===== config.mk =====
export PLATFORM = sky130hd
export DESIGN_NAME = ufc_top
export DESIGN_NICKNAME = d
export VERILOG_FILES = /design/src/design/ufc_pkg.sv /design/src/design/ufc_top.sv
export VERILOG_INCLUDE_DIRS = /design/src /design/src/design
export SDC_FILE = /design/constraint.sdc
export NUM_CORES = 1
export LEC_CHECK = 0
export BUFFER_PORTS_ARGS = -buffer_cell sky130_fd_sc_hd__buf_2
export CAP_MARGIN = 25
export CORE_AREA = 4 4 151 153
export CTS_BUF_LIST = sky130_fd_sc_hd__clkbuf_4
export DETAILED_ROUTE_END_ITERATION = 16
export DIE_AREA = 0 0 155 157
export SLEW_MARGIN = 15
export SYNTH_ARGS = -nofsm -noshare
export SYNTH_HDL_FRONTEND = slang
export SYNTH_SLANG_ARGS = --single-unit
export TNS_END_PERCENT = 10

===== constraint.sdc =====
create_clock -name clk_i -period 14.65 [get_ports clk_i]
set_input_delay 0.7325 -clock clk_i [delete_from_list [all_inputs] [get_ports clk_i]]
set_output_delay 0.7325 -clock clk_i [all_outputs]
set_load 0.05 [all_outputs]

===== src/design/ufc_params.svh =====
// constants for the flow, trigger and divisor register block
`ifndef UFC_PARAMS_SVH
`define UFC_PARAMS_SVH
// ****************************************
// register addresses on the parallel bus
// ****************************************
`define UFC_ADDR_EFR 3'h0
`define UFC_ADDR_DLL 3'h1
`define UFC_ADDR_DLH 3'h2
`define UFC_ADDR_TCR 3'h3
`define UFC_ADDR_TLR 3'h4
`define UFC_ADDR_IER 3'h5
`define UFC_ADDR_MCR 3'h6
`define UFC_ADDR_RDY 3'h7
// ****************************************
// field positions
// ****************************************
`define UFC_EFR_WEN 4
`define UFC_EFR_SPECIAL 5
`define UFC_EFR_AUTO_RTS 6
`define UFC_EFR_AUTO_CTS 7
`define UFC_IER_SLEEP 4
`define UFC_MCR_RTS 1
`define UFC_MCR_RDY_EN 2
`define UFC_MCR_LOOP 4
`define UFC_MCR_LVL_EN 6
// ****************************************
// reset values and fallback trigger levels
// ****************************************
`define UFC_REG_RESET 8'h00
`define UFC_FCR_LVL0 7'h08
`define UFC_FCR_LVL1 7'h10
`define UFC_FCR_LVL2 7'h20
`define UFC_FCR_LVL3 7'h38
`endif


===== src/design/ufc_pkg.sv =====
// types for the flow, trigger and divisor register block
package ufc_pkg;
  // synchronised bus pins
  typedef struct packed {
    logic cs_a_n;
    logic cs_b_n;
    logic wr_n;
    logic rd_n;
    logic [2:0] addr;
    logic [7:0] data;
  } ufc_bus_t;
  // per channel registers and flags
  typedef struct packed {
    logic [7:0] enhanced_feature_ctrl;
    logic [7:0] dll;
    logic [7:0] baud_divisor_high;
    logic [7:0] flow_threshold_ctrl;
    logic [7:0] fifo_trigger_ctrl;
    logic [7:0] interrupt_enable_ctrl;
    logic [7:0] modem_control;
    logic [7:0] fifo_control;
    logic rts;
    logic tx_halt;
    logic special;
  } ufc_chan_t;
  // whole module state
  typedef struct packed {
    ufc_bus_t s1;
    ufc_bus_t s2;
    ufc_bus_t s3;
    logic [1:0] cts_s1;
    logic [1:0] cts_s2;
    ufc_chan_t [1:0] ch;
    logic [7:0] rdata;
    logic rdata_oe;
    logic [7:0] ready;
  } ufc_state_t;
endpackage


===== src/design/ufc_top.sv =====
// dual channel flow control, trigger level, divisor and fifo ready logic
`timescale 1ns/1ps
`include "ufc_params.svh"
module ufc_top
  import ufc_pkg::*;
(
  input wire logic clk_i,
  input wire logic rstn_i,
  input wire logic chip_select_a_n_i,
  input wire logic chip_select_b_n_i,
  input wire logic wr_n_i,
  input wire logic rd_n_i,
  input wire logic [2:0] addr_i,
  input wire logic [7:0] data_i,
  output logic [7:0] data_o,
  output logic data_oe_o,
  input wire logic [1:0] cts_i,
  input wire logic [13:0] rx_count_i,
  input wire logic [13:0] tx_free_i,
  input wire logic [1:0] rx_timeout_i,
  input wire logic [1:0] rx_valid_i,
  input wire logic [15:0] rx_char_i,
  input wire logic [15:0] xoff2_char_i,
  input wire logic [1:0] special_clear_i,
  output logic [1:0] rts_o,
  output logic [1:0] tx_halt_o,
  output logic [1:0] special_o,
  output logic [7:0] sw_flow_mode_o,
  output logic [31:0] baud_divisor_o,
  output logic [1:0] sleep_o,
  output logic [1:0] loopback_o,
  output logic [7:0] fifo_ready_status_o
);

  // ****************************************
  // overview
  // ****************************************
  // two channels share one bus; each chip select picks its own register set
  // both selects low make a write land in both channels at once
  // a read with both selects low is answered by channel a only
  // bus pins pass two flops, then a third stage keeps the older sample
  // a write is taken when the synchronised strobe is seen to rise
  // the address and data of a write come from the stage behind the release,
  // so they need only be steady while the strobe is low and may change as soon as it goes high
  // a read answers every cycle while the strobe and a select stay low
  // read data and its enable are registered and drop to zero when idle
  // cts pins pass two flops before the halt logic reads them
  // fifo counts, timeouts and received characters come from logic on this
  // clock and are read directly, with no synchroniser
  // per channel state: feature, divisor, threshold, trigger, enable,
  // modem and fifo control registers, plus the rts, halt and match flags
  // the feature write bit gates the upper bits of enable and modem control and bits 5:4 of fifo
  // control; threshold and trigger also need the modem level bit
  // divisor bytes only change while sleep is off
  // rts is the inverse of the modem control bit unless automatic rts is on, and then
  // rises at the halt level and falls at the restore level, holding between
  // the block does not check that halt sits above restore; a host that
  // programs them the other way round gets rts high at or above halt and low below it
  // a zero trigger nibble falls back to the fixed fifo control levels
  // the ready status word is rebuilt every cycle from the live counts
  // the match flag is sticky: a match in the same cycle as a clear wins
  // all outputs come straight from the state register

  // ****************************************
  // reset release
  // ****************************************
  logic [1:0] rst_q; // reset release chain
  logic rst_n; // synchronised reset

  // the pin reset asserts at once but leaves on a clock edge,
  // so no state flop sees its release close to a clock edge
  // the state register uses only this released copy
  // reset leaves through two flip-flops
  always_ff @(posedge clk_i or negedge rstn_i) begin
    if (!rstn_i) begin
      rst_q <= 2'b00;
    end else begin
      rst_q <= {rst_q[0], 1'b1};
    end
  end
  assign rst_n = rst_q[1];

  // ****************************************
  // helpers
  // ****************************************
  // nibble level scaled to a fifo count
  function automatic logic [6:0] lvl4(input logic [3:0] l);
    lvl4 = {1'b0, l, 2'b00};
  endfunction

  // the four fixed levels cover the range a zero nibble falls back to
  // changing them here changes both directions alike
  // fallback level from a two bit fifo control field
  function automatic logic [6:0] fcr_lvl(input logic [1:0] sel);
    case (sel)
      2'd0: fcr_lvl = `UFC_FCR_LVL0;
      2'd1: fcr_lvl = `UFC_FCR_LVL1;
      2'd2: fcr_lvl = `UFC_FCR_LVL2;
      default: fcr_lvl = `UFC_FCR_LVL3;
    endcase
  endfunction

  // ****************************************
  // state
  // ****************************************
  ufc_state_t st; // registered state
  ufc_state_t next_st; // next state
  ufc_bus_t pins; // raw bus pins
  logic wr_take; // write strobe released this cycle
  logic [1:0] wr_sel; // channels addressed by the write
  logic rd_act; // read strobe active with a select
  logic rd_ch; // channel answering a read

  assign pins = '{chip_select_a_n_i, chip_select_b_n_i, wr_n_i, rd_n_i, addr_i, data_i};
  // the release edge is seen between the second and third stage, so the
  // third stage still holds the fields sampled while the strobe was low
  // a stuck low strobe never writes; it only writes when let go
  // write taken on release of the strobe, fields from the stage behind
  assign wr_take = st.s2.wr_n && !st.s3.wr_n;
  assign wr_sel = {!st.s3.cs_b_n, !st.s3.cs_a_n};
  assign rd_act = !st.s2.rd_n && (!st.s2.cs_a_n || !st.s2.cs_b_n);
  assign rd_ch = st.s2.cs_a_n;

  // ****************************************
  // next state
  // ****************************************
  always_comb begin
    logic [6:0] rxc;
    logic [6:0] txf;
    logic [6:0] rx_trig;
    logic [6:0] tx_trig;
    logic gate;
    ufc_chan_t c;
    rxc = '0;
    txf = '0;
    rx_trig = '0;
    tx_trig = '0;
    gate = 1'b0;
    c = '0;
    next_st = st;
    // every field keeps its value unless a branch below changes it
    // the loop below handles both channels with the same logic
    // the temporaries above are cleared first so nothing is inferred as a latch
    // pin synchronisers, first stage feeds only the second
    next_st.s1 = pins;
    next_st.s2 = st.s1;
    next_st.s3 = st.s2;
    next_st.cts_s1 = cts_i;
    next_st.cts_s2 = st.cts_s1;
    next_st.ready = 8'h00; // unused bits stay zero
    for (int i = 0; i < 2; i++) begin
      c = st.ch[i];
      rxc = rx_count_i[i*7 +: 7];
      txf = tx_free_i[i*7 +: 7];
      // gate and level enable are read from the registers as they stood
      // before this write, so a write that sets the gate does not also
      // open itself for the same cycle
      // lower bits of the enable, modem and fifo control registers are always writable
      // host writes into this channel
      if (wr_take && wr_sel[i]) begin
        gate = st.ch[i].enhanced_feature_ctrl[`UFC_EFR_WEN];
        if (st.s3.addr == `UFC_ADDR_EFR) begin
          c.enhanced_feature_ctrl = st.s3.data;
        end else if (st.s3.addr == `UFC_ADDR_DLL) begin
          if (!st.ch[i].interrupt_enable_ctrl[`UFC_IER_SLEEP]) begin
            c.dll = st.s3.data;
          end
        end else if (st.s3.addr == `UFC_ADDR_DLH) begin
          if (!st.ch[i].interrupt_enable_ctrl[`UFC_IER_SLEEP]) begin
            c.baud_divisor_high = st.s3.data;
          end
        end else if (st.s3.addr == `UFC_ADDR_TCR) begin
          if (gate && st.ch[i].modem_control[`UFC_MCR_LVL_EN]) begin
            c.flow_threshold_ctrl = st.s3.data;
          end
        end else if (st.s3.addr == `UFC_ADDR_TLR) begin
          if (gate && st.ch[i].modem_control[`UFC_MCR_LVL_EN]) begin
            c.fifo_trigger_ctrl = st.s3.data;
          end
        end else if (st.s3.addr == `UFC_ADDR_IER) begin
          c.interrupt_enable_ctrl[3:0] = st.s3.data[3:0];
          if (gate) begin
            c.interrupt_enable_ctrl[7:4] = st.s3.data[7:4];
          end
        end else if (st.s3.addr == `UFC_ADDR_MCR) begin
          c.modem_control[4:0] = st.s3.data[4:0];
          if (gate) begin
            c.modem_control[7:5] = st.s3.data[7:5];
          end
        end else begin
          // address 7 writes the fifo control register
          c.fifo_control[3:0] = st.s3.data[3:0];
          c.fifo_control[7:6] = st.s3.data[7:6];
          if (gate) begin
            c.fifo_control[5:4] = st.s3.data[5:4];
          end
        end
      end
      // halt is tested first, so a halt level at or below restore leaves
      // rts high whenever the count reaches halt
      // between the two levels the previous rts value is kept
      // with automatic rts off the modem control bit forces the level
      // auto rts hysteresis on the receive count
      if (st.ch[i].enhanced_feature_ctrl[`UFC_EFR_AUTO_RTS]) begin
        if (rxc >= lvl4(st.ch[i].flow_threshold_ctrl[3:0])) begin
          c.rts = 1'b1;
        end else if (rxc <= lvl4(st.ch[i].flow_threshold_ctrl[7:4])) begin
          c.rts = 1'b0;
        end
      end else begin
        c.rts = !st.ch[i].modem_control[`UFC_MCR_RTS]; // forced level, active low
      end
      // uses the second synchroniser stage only; one extra cycle of delay
      // cts halts the transmitter while high
      c.tx_halt = st.ch[i].enhanced_feature_ctrl[`UFC_EFR_AUTO_CTS] && st.cts_s2[i];
      // the character is still stored by the receive path; only a flag is raised
      // the flag stays up until the interrupt side clears it
      // special character detect, set beats clear
      if (st.ch[i].enhanced_feature_ctrl[`UFC_EFR_SPECIAL] && rx_valid_i[i] && rx_char_i[i*8 +: 8] == xoff2_char_i[i*8 +: 8]) begin
        c.special = 1'b1;
      end else if (special_clear_i[i]) begin
        c.special = 1'b0;
      end
      // each nibble is checked on its own, so one direction may use the
      // programmed level while the other falls back
      // effective trigger levels
      if (st.ch[i].fifo_trigger_ctrl[7:4] != 4'h0) begin
        rx_trig = lvl4(st.ch[i].fifo_trigger_ctrl[7:4]);
      end else begin
        rx_trig = fcr_lvl(st.ch[i].fifo_control[7:6]);
      end
      if (st.ch[i].fifo_trigger_ctrl[3:0] != 4'h0) begin
        tx_trig = lvl4(st.ch[i].fifo_trigger_ctrl[3:0]);
      end else begin
        tx_trig = fcr_lvl(st.ch[i].fifo_control[5:4]);
      end
      next_st.ready[i] = txf >= tx_trig;
      next_st.ready[i+4] = (rxc > rx_trig) || rx_timeout_i[i];
      next_st.ch[i] = c;
    end
    // address seven reads the ready word only when the answering channel
    // has the ready enable bit set and is not in local loopback
    // otherwise that address reads as zero, as does an idle bus
    // the decode uses the second stage, one cycle ahead of the write decode
    // read path, channel a answers when both are selected
    next_st.rdata_oe = rd_act;
    next_st.rdata = 8'h00;
    if (rd_act) begin
      if (st.s2.addr == `UFC_ADDR_EFR) begin
        next_st.rdata = st.ch[rd_ch].enhanced_feature_ctrl;
      end else if (st.s2.addr == `UFC_ADDR_DLL) begin
        next_st.rdata = st.ch[rd_ch].dll;
      end else if (st.s2.addr == `UFC_ADDR_DLH) begin
        next_st.rdata = st.ch[rd_ch].baud_divisor_high;
      end else if (st.s2.addr == `UFC_ADDR_TCR) begin
        next_st.rdata = st.ch[rd_ch].flow_threshold_ctrl;
      end else if (st.s2.addr == `UFC_ADDR_TLR) begin
        next_st.rdata = st.ch[rd_ch].fifo_trigger_ctrl;
      end else if (st.s2.addr == `UFC_ADDR_IER) begin
        next_st.rdata = st.ch[rd_ch].interrupt_enable_ctrl;
      end else if (st.s2.addr == `UFC_ADDR_MCR) begin
        next_st.rdata = st.ch[rd_ch].modem_control;
      end else if (st.ch[rd_ch].modem_control[`UFC_MCR_RDY_EN] && !st.ch[rd_ch].modem_control[`UFC_MCR_LOOP]) begin
        next_st.rdata = st.ready;
      end
    end
  end

  // ****************************************
  // state register
  // ****************************************
  // bus stages reset to the idle level so no false strobe follows reset
  // rts resets high, the halted level, until software sets it up
  // every other field clears to zero
  always_ff @(posedge clk_i or negedge rst_n) begin
    if (!rst_n) begin
      st <= '0;
      st.s1 <= '{1'b1, 1'b1, 1'b1, 1'b1, 3'h0, 8'h00};
      st.s2 <= '{1'b1, 1'b1, 1'b1, 1'b1, 3'h0, 8'h00};
      st.s3 <= '{1'b1, 1'b1, 1'b1, 1'b1, 3'h0, 8'h00};
      st.ch[0].enhanced_feature_ctrl <= `UFC_REG_RESET;
      st.ch[1].enhanced_feature_ctrl <= `UFC_REG_RESET;
      st.ch[0].rts <= 1'b1;
      st.ch[1].rts <= 1'b1;
    end else begin
      st <= next_st;
    end
  end

  // ****************************************
  // outputs, all from flip-flops
  // ****************************************
  // each output is a plain wire from a state flop, no logic in between
  // the channel outputs are packed with channel a in the low bits
  // divisor words are high byte above low byte per channel
  assign data_o = st.rdata;
  assign data_oe_o = st.rdata_oe;
  assign fifo_ready_status_o = st.ready;
  for (genvar g = 0; g < 2; g++) begin : g_out
    assign rts_o[g] = st.ch[g].rts;
    assign tx_halt_o[g] = st.ch[g].tx_halt;
    assign special_o[g] = st.ch[g].special;
    assign sw_flow_mode_o[g*4 +: 4] = st.ch[g].enhanced_feature_ctrl[3:0];
    assign baud_divisor_o[g*16 +: 16] = {st.ch[g].baud_divisor_high, st.ch[g].dll};
    assign sleep_o[g] = st.ch[g].interrupt_enable_ctrl[`UFC_IER_SLEEP];
    assign loopback_o[g] = st.ch[g].modem_control[`UFC_MCR_LOOP];
  end

endmodule // ufc_top


# == After elaboration in Yosys (flattened, before gate mapping) ==
# Index checks and enable logic that the tools add are counted.
# totals
out_inout_bits,67
reg_bits,197
elab_cells,181
# classes
n_bitwise,9
n_mux,29
n_eq_ne,24
n_reduce_logical,59
order_cmp,9
# ops
cell,count
67-bit 2-to-1 mux,2
6-bit case mux with 3 select lines,4
8-bit 2-to-1 mux,8
8-bit AND reduction,6
9-bit AND reduction,4
6-bit 2-to-1 mux,5
7-bit AND reduction,4
3-bit == test (second input constant),6
8-bit == test,2
4-bit nonzero test,4
7-bit by 6-bit >= comparator with 1-bit output,2
7-bit >= comparator,2
7-bit > comparator,2
7-bit by 6-bit less-or-equal comparator with 1-bit output,2
1-bit logical AND,13
3-bit by 2-bit == test with 1-bit output (second input constant),4
6-bit AND reduction,2
1-bit 2-to-1 mux,10
5-bit AND reduction,2
1-bit logical NOT,9
1-bit NOT,9
2-bit by 1-bit == test with 1-bit output (second input constant),4
2-bit == test (second input constant),4
2-bit logical NOT,4
8 further kinds,16

# == Longest topological paths before layout ==
# Gate-level depths: netlist of the first run.
# logic_depth
word_depth,13
ltp_mapped,10

# == Worst setup path before layout of the first run ==
# No wires, ideal clock.
# synth_timing
path_type,reg2reg
start,register st[26] (netlist name)
end,"register st, in the netlist fifo_ready_status_o[4]"
stages_incl_launch_ff,11
t_arrival_ns,1.698
slack_ns,12.825
t_required_ns,14.522
synth_period_minus_slack_ns,1.825
path_buffers,0
cell_sequence,dfrtp_1 inv_1 ha_1 nor4b_1 nor2_1 ha_1 nor2b_1 o21ai_0 nand2b_1 a21oi_1 o21ai_0
# synth_lines
element,line,text
start: declaration,ufc_top.sv:106,ufc_state_t st;
start signal: assignment,ufc_top.sv:286,st <= next_st;

==> results of run 1 <==
==> worst max path at each step <==
stage	start	endpoint	cells past startpoint
after floorplan	rst_q[1]	baud_divisor_o[0]	0
after global placement	rd_ch	data_o[5]	6
after detailed placement	rd_ch	data_o[5]	6
after CTS	rd_ch	data_o[5]	6
after global routing	rd_ch	data_o[5]	6
final	rd_ch	data_o[5]	6
==> through the flow <==
stage	instances	utilization	instance area, um2	total power [W]
after floorplan	772	-	9480	0.000868
after global placement	1108	0.460	9920	0.000908
after detailed placement	1108	0.460	9920	0.000913
after CTS	1141	0.473	10200	0.00118
after global routing	1145	0.475	10200	0.00124
final	1145	0.475	10200	0.00117
==> flip-flops by register name (all words and copies together), names as in the netlist, 2 cells and up <==
name and flops:
next_st 31, rts_o 2, baud_divisor_o 32, rst_q 2, loopback_o 2, sw_flow_mode_o 8
fifo_ready_status_o 4, special_o 2, data_o 8, sleep_o 2, tx_halt_o 2, st 92
==> logic make-up (layout without fill, tap and decap cells) <==
kind of cell | count (synthesis) | after routing | synth area share
flip-flops | 189 | 189 | 0.501
other | 2 | 7 | 0.000793
buffers and inverters | 125 | 216 | 0.0840
adder cells (fa/ha/maj) | 44 | 44 | 0.0581
AO/OA/AOI/OAI | 85 | 85 | 0.0548
XOR/XNOR | 16 | 16 | 0.0148
AND/OR/NAND/NOR | 143 | 143 | 0.0793
multiplexers | 165 | 165 | 0.207
==> worst max-delay path: stages (launching register included) <==
cell and delay [ps]:
dfstp_2 540, buf_4 660, nand2_1 220, o22ai_2 340, a31oi_1 140, a311o_1 350
a31oi_1 120
==> layer usage <==
| layer | global-route usage | part of all wire | vias up |
|---|---|---|---|
| li1 | - | - | 2818 |
| met1 | 0.244 | 0.43 | 3080 |
| met2 | 0.309 | 0.49 | 166 |
| met3 | 0.0366 | 0.056 | 20 |
| met4 | 0.0492 | 0.018 | 0 |
| met5 | 0 | 0 | - |
==> synthesized netlist by cell type, types with 9 or more instances <==
library cell and count:
dfrtp_1 176, mux2_2 104, buf_4 68, ha_1 44, nor2_1 39, nand2_1 37, inv_1 30, a21oi_1 29
mux2i_1 28, o21ai_0 24, mux2_1 21, clkbuf_1 16, dfstp_2 13, mux4_2 12, nor4_1 12, nor2b_1 9
nor3_1 9
==> final cells by class <==
class	count	area, um2	area share
diodes	2	5.00	0.000488
clock buffers	18	135	0.0132
clock inverters	14	126	0.0123
inverters	30	113	0.0110
multi-input cells	458	3940	0.384
flip-flops and latches	189	4750	0.463
well taps	280	350	0.0342
repair buffers	154	831	0.0811
==> report_power, final <==
| part | switching [W] | internal [W] |
|---|---|---|
| Clock | 0.000192 | 0.0000766 |
| Combinational | 0.000176 | 0.0000988 |
| Sequential | 0.0000531 | 0.000575 |
==> metrics, run 1 <==
hold endpoint next_st[182]; hold_ws 255 ps; Synth area leader dfrtp_1; Final #Nets 979; worst vdd ir 0.0000527 V; Required @ worst endpoint 15,150 ps; antenna violations before repair 1; status completed; area of the die 24,300 um2; Tcrit/Tclk final 0.168; startpoint of the worst register-to-register path rd_ch; first-pass GRT wire length 34.6 mm; Clock Root Buffer clkbuf_4; Clk pin slew, worst setup/hold paths 170 ps; CTS tree yes; Via density 5.31; number of flops mapped to enable cells by yosys 0; final setup margin 12,200 ps; worst-case reg-to-reg path depth 6; Setup Viol. Count Final 0; Arrival @ worst endpoint 2960 ps; CTS max path bufs 2; cts hold-fix bufs 1; Reg2Reg Setup Slack 12,200 ps; drt total wl 22.4 mm; # port buffers 147; Hold Crit Start wr_n_i; startpoint types register; P per Cell Area 114 nW/um2; post-synthesis cell type count 51; Core ar. 21,600 um2; commonest non-fill, non-tap cells in the layout 175 x dfrtp_1, 147 x buf_2, 104 x mux2_2; Via Count 6,084; kind of critical path reg -> reg; Row Count 54; DP HPWL 16.3 mm; CP endpoint kind register; Most used DFF post-synth dfrtp_1; Worst Hold Class in -> reg; sequential fraction of the synthesis area 0.501; setup TNS 0 ps; Fin. Hold Viols 0; clock skew 34.0 ps; total gr overflow 0; H-Tree Depth 4; max_cap viols 0; WHS Path Cells 1; Slew @ Worst Pin 903 ps; Initial Util 0.439; RSZ-0062 raised after global routing no; Num CTS Buffers 17; cell count after synthesis 769; Leak 4.97 nW; Syn. warnings 0; crit path max fanout 51; Avg Synthesized Cell Area 12.3 um2; Synth top area share 0.465; post_cts resized 0; flops & latches, synth 189; GRT Resource Usage Total 0.184; RD Place Congestion 0.885; FFs w/ async S/R, synth 1.00; Fmax achieved 407 MHz; Post-Syn Area 9470 um2; post-route DRC violation count 0; Pre-Repair DR Iteration Count 4; Clock Sinks 189; layout cells sized above 1 0.375; dpl ws 12,210 ps; Slew Viols, Final 0; Clk Latency, worst-skew pair 570 ps; I/O pins 152; Setup Fix Bufs, Post-CTS 0; die width 155 um; Fill cells 1,999; Synth area leaders dfrtp_1 47%, mux2_2 12%, ha_1 5.8%; largest net degree at the start of global routing 76; Area Growth Syn to Fin 8.23%; DRT antenna net count 0; number of global-route vias before repair 6,079; DRT iter0 DRCs 335; Slew Limit Headroom 0.398; fin crit period 2450 ps; most common cell after layout, fill and taps aside dfrtp_1; Chip Height 157 um; r2r endpoint data_o[5]; post-detailed-route wirelength per cell 19.6 um
(Power assumes the default switching activity.)
==> inputs of run 2 (changes only) <==
PLACE_DENSITY = 0.67   (was unset)
clock period = 2.1 ns   (was 14.65 ns; I/O delays follow)
==> metrics, run 2 (synthesis gave the netlist of run 1 again) <==
# port buffers 147 (unchanged); Bufs and invs on worst path 1 (unchanged); most common cell after layout, fill and taps aside dfrtp_1 (unchanged); Final #Nets 1,042 (was 979); Fill cells 1,909 (was 1,999); Slew Viols, Final 0 (unchanged); drt total wl 22.9 mm (was 22.4 mm); Area Growth Syn to Fin 16.1% (was 8.23%); Clock Root Buffer clkbuf_4 (unchanged); Placed Cells 1,128 (was 1,108); RD Place Congestion 0.866 (was 0.885); Slew Limit Headroom 0.531 (was 0.398); Fmax achieved 513 MHz (was 407 MHz); startpoint types register (unchanged); area of the die 24,300 um2 (unchanged); final instance area 11,000 um2 (was 10,200 um2); DP HPWL 16.4 mm (was 16.3 mm); slowest stage delay, CP 400 ps (was 660 ps); I/O pins 152 (unchanged); clock skew 26.4 ps (was 34.0 ps); first-pass GRT wire length 36.2 mm (was 34.6 mm); status completed (unchanged); Non-Filler Instances 1,207 (was 1,145); Clk Latency, worst-skew pair 610 ps (was 570 ps); Required @ worst endpoint 2610 ps (was 15,150 ps); Tcrit/Tclk final 0.929 (was 0.168); antenna violations before repair 1 (unchanged); Arrival @ worst endpoint 2460 ps (was 2960 ps); Slew @ Worst Pin 703 ps (was 903 ps); CP endpoint kind register (unchanged); die width 155 um (unchanged); H-Tree Depth 4 (unchanged); Setup Viol. Count Final 0 (unchanged); Clk pin slew, worst setup/hold paths 160 ps (was 170 ps); Worst Hold Class in -> reg (unchanged); total gr overflow 0 (unchanged); Num CTS Buffers 17 (unchanged); largest net degree at the start of global routing 45 (was 76); CTS tree yes (unchanged); DRT antenna net count 0 (unchanged); crit path max fanout 3 (was 51); Crit path max-delay family adder cells (was compound AO/OA/AOI/OAI gates); kind of critical path reg -> reg (unchanged); DRT iter0 DRCs 352 (was 335); Placed Area 10,100 um2 (was 9920 um2); CP max stage cell dfrtp_1 (was buf_4); Core ar. 21,600 um2 (unchanged); post-detailed-route wirelength per cell 19.0 um (was 19.6 um); max FFs per register 92 (unchanged); P per Cell Area 808 nW/um2 (was 114 nW/um2); commonest non-fill, non-tap cells in the layout 175 x dfrtp_1, 147 x buf_2, 104 x mux2_2 (unchanged); Pre-Repair DR Iteration Count 6 (was 4); layout cells sized above 1 0.374 (was 0.375); fin util 0.510 (was 0.475); Row Count 54 (unchanged); fin crit period 1950 ps (was 2450 ps); Leak 5.32 nW (was 4.97 nW); number of global-route vias before repair 6,504 (was 6,079); Via density 5.29 (was 5.31); Clock Sinks 189 (unchanged); Initial Util 0.439 (unchanged); worst vdd ir 0.000398 V (was 0.0000527 V); GRT Resource Usage Total 0.192 (was 0.184); Fin. Hold Viols 0 (unchanged); Via Count 6,383 (was 6,084); Chip Height 157 um (unchanged); CTS max path bufs 2 (unchanged); post-route DRC violation count 0 (unchanged); CP cell instances inv_1 > ha_1 > nor4b_2 > nor2_1 > ha_1 > nor2b_1 > o21ai_0 > nand2b_1 > a21oi_2 > o21ai_0 (was buf_4 > nand2_1 > o22ai_2 > a31oi_1 > a311o_1 > a31oi_1); max_cap viols 0 (unchanged); Biggest register st (unchanged)
run 2: final timing paths:
kind	start	end	slack, ps	cells past startpoint
setup / recovery	st[93]	fifo_ready_status_o[5]	150	10
min in group asynchronous	rst_q[1]	next_st[180]	320	0
setup reg to reg	st[93]	fifo_ready_status_o[5]	150	10
hold reg to reg	rst_q[1]	next_st[180]	320	0
max in group asynchronous	rst_q[1]	rts_o[1]	1060	1
hold / removal	rx_count_i[6]	rts_o[0]	50	4
run 2: power breakdown:
part           internal, W  leakage [nW]  switching, W
registers          0.00401          2.40      0.000358
clock network      0.00121         0.193       0.00129
logic             0.000769          2.73       0.00126
run 2: layer usage:
metal | global-route usage | vias up | share of wire
met4 | 0.0618 | 0 | 0.017
met5 | 0 | - | 0
li1 | - | 2957 | -
met1 | 0.264 | 3225 | 0.45
met3 | 0.0346 | 23 | 0.049
met2 | 0.311 | 178 | 0.49
run 2: cell type report:
cell class | instances | area, um2 | share of cell area
diodes | 1 | 2.50 | 0.000228
clock buffers | 18 | 135 | 0.0123
clock inverters | 14 | 240 | 0.0218
inverters | 30 | 113 | 0.0102
multi-input cells | 458 | 3950 | 0.360
flip-flops and latches | 189 | 4750 | 0.432
well taps | 280 | 350 | 0.0319
repair buffers | 217 | 1450 | 0.132
run 2: metrics by stage:
| stage | setup WS, ps | hold slack, ps | TNS [ps] | total power (W) |
|---|---|---|---|---|
| 6_report | 150 | 48.2 | 0 | 0.00889 |
| 3_3_place_gp | 158 | -109 | 0 | 0.00636 |
| 2_1_floorplan | 170 | -191 | 0 | 0.00606 |
| 4_1_cts | 100 | 13.8 | 0 | 0.00894 |
| 5_1_grt | -16.5 | 57.7 | -29.2 | 0.00930 |
| 3_5_place_dp | 129 | -106 | 0 | 0.00640 |
run 2: timing repair:
item	in CTS	in global routing
gates resized for setup	0	3
setup endpoints to repair	0	2
hold buffers	46	0
hold endpoints to repair	26	0
buffers inserted	0	0
run 2: tightest hold or removal path, cell delays in order:
cell,delay (ps)
buf_2,110
nor4_1,50
buf_4,140
mux2i_1,200
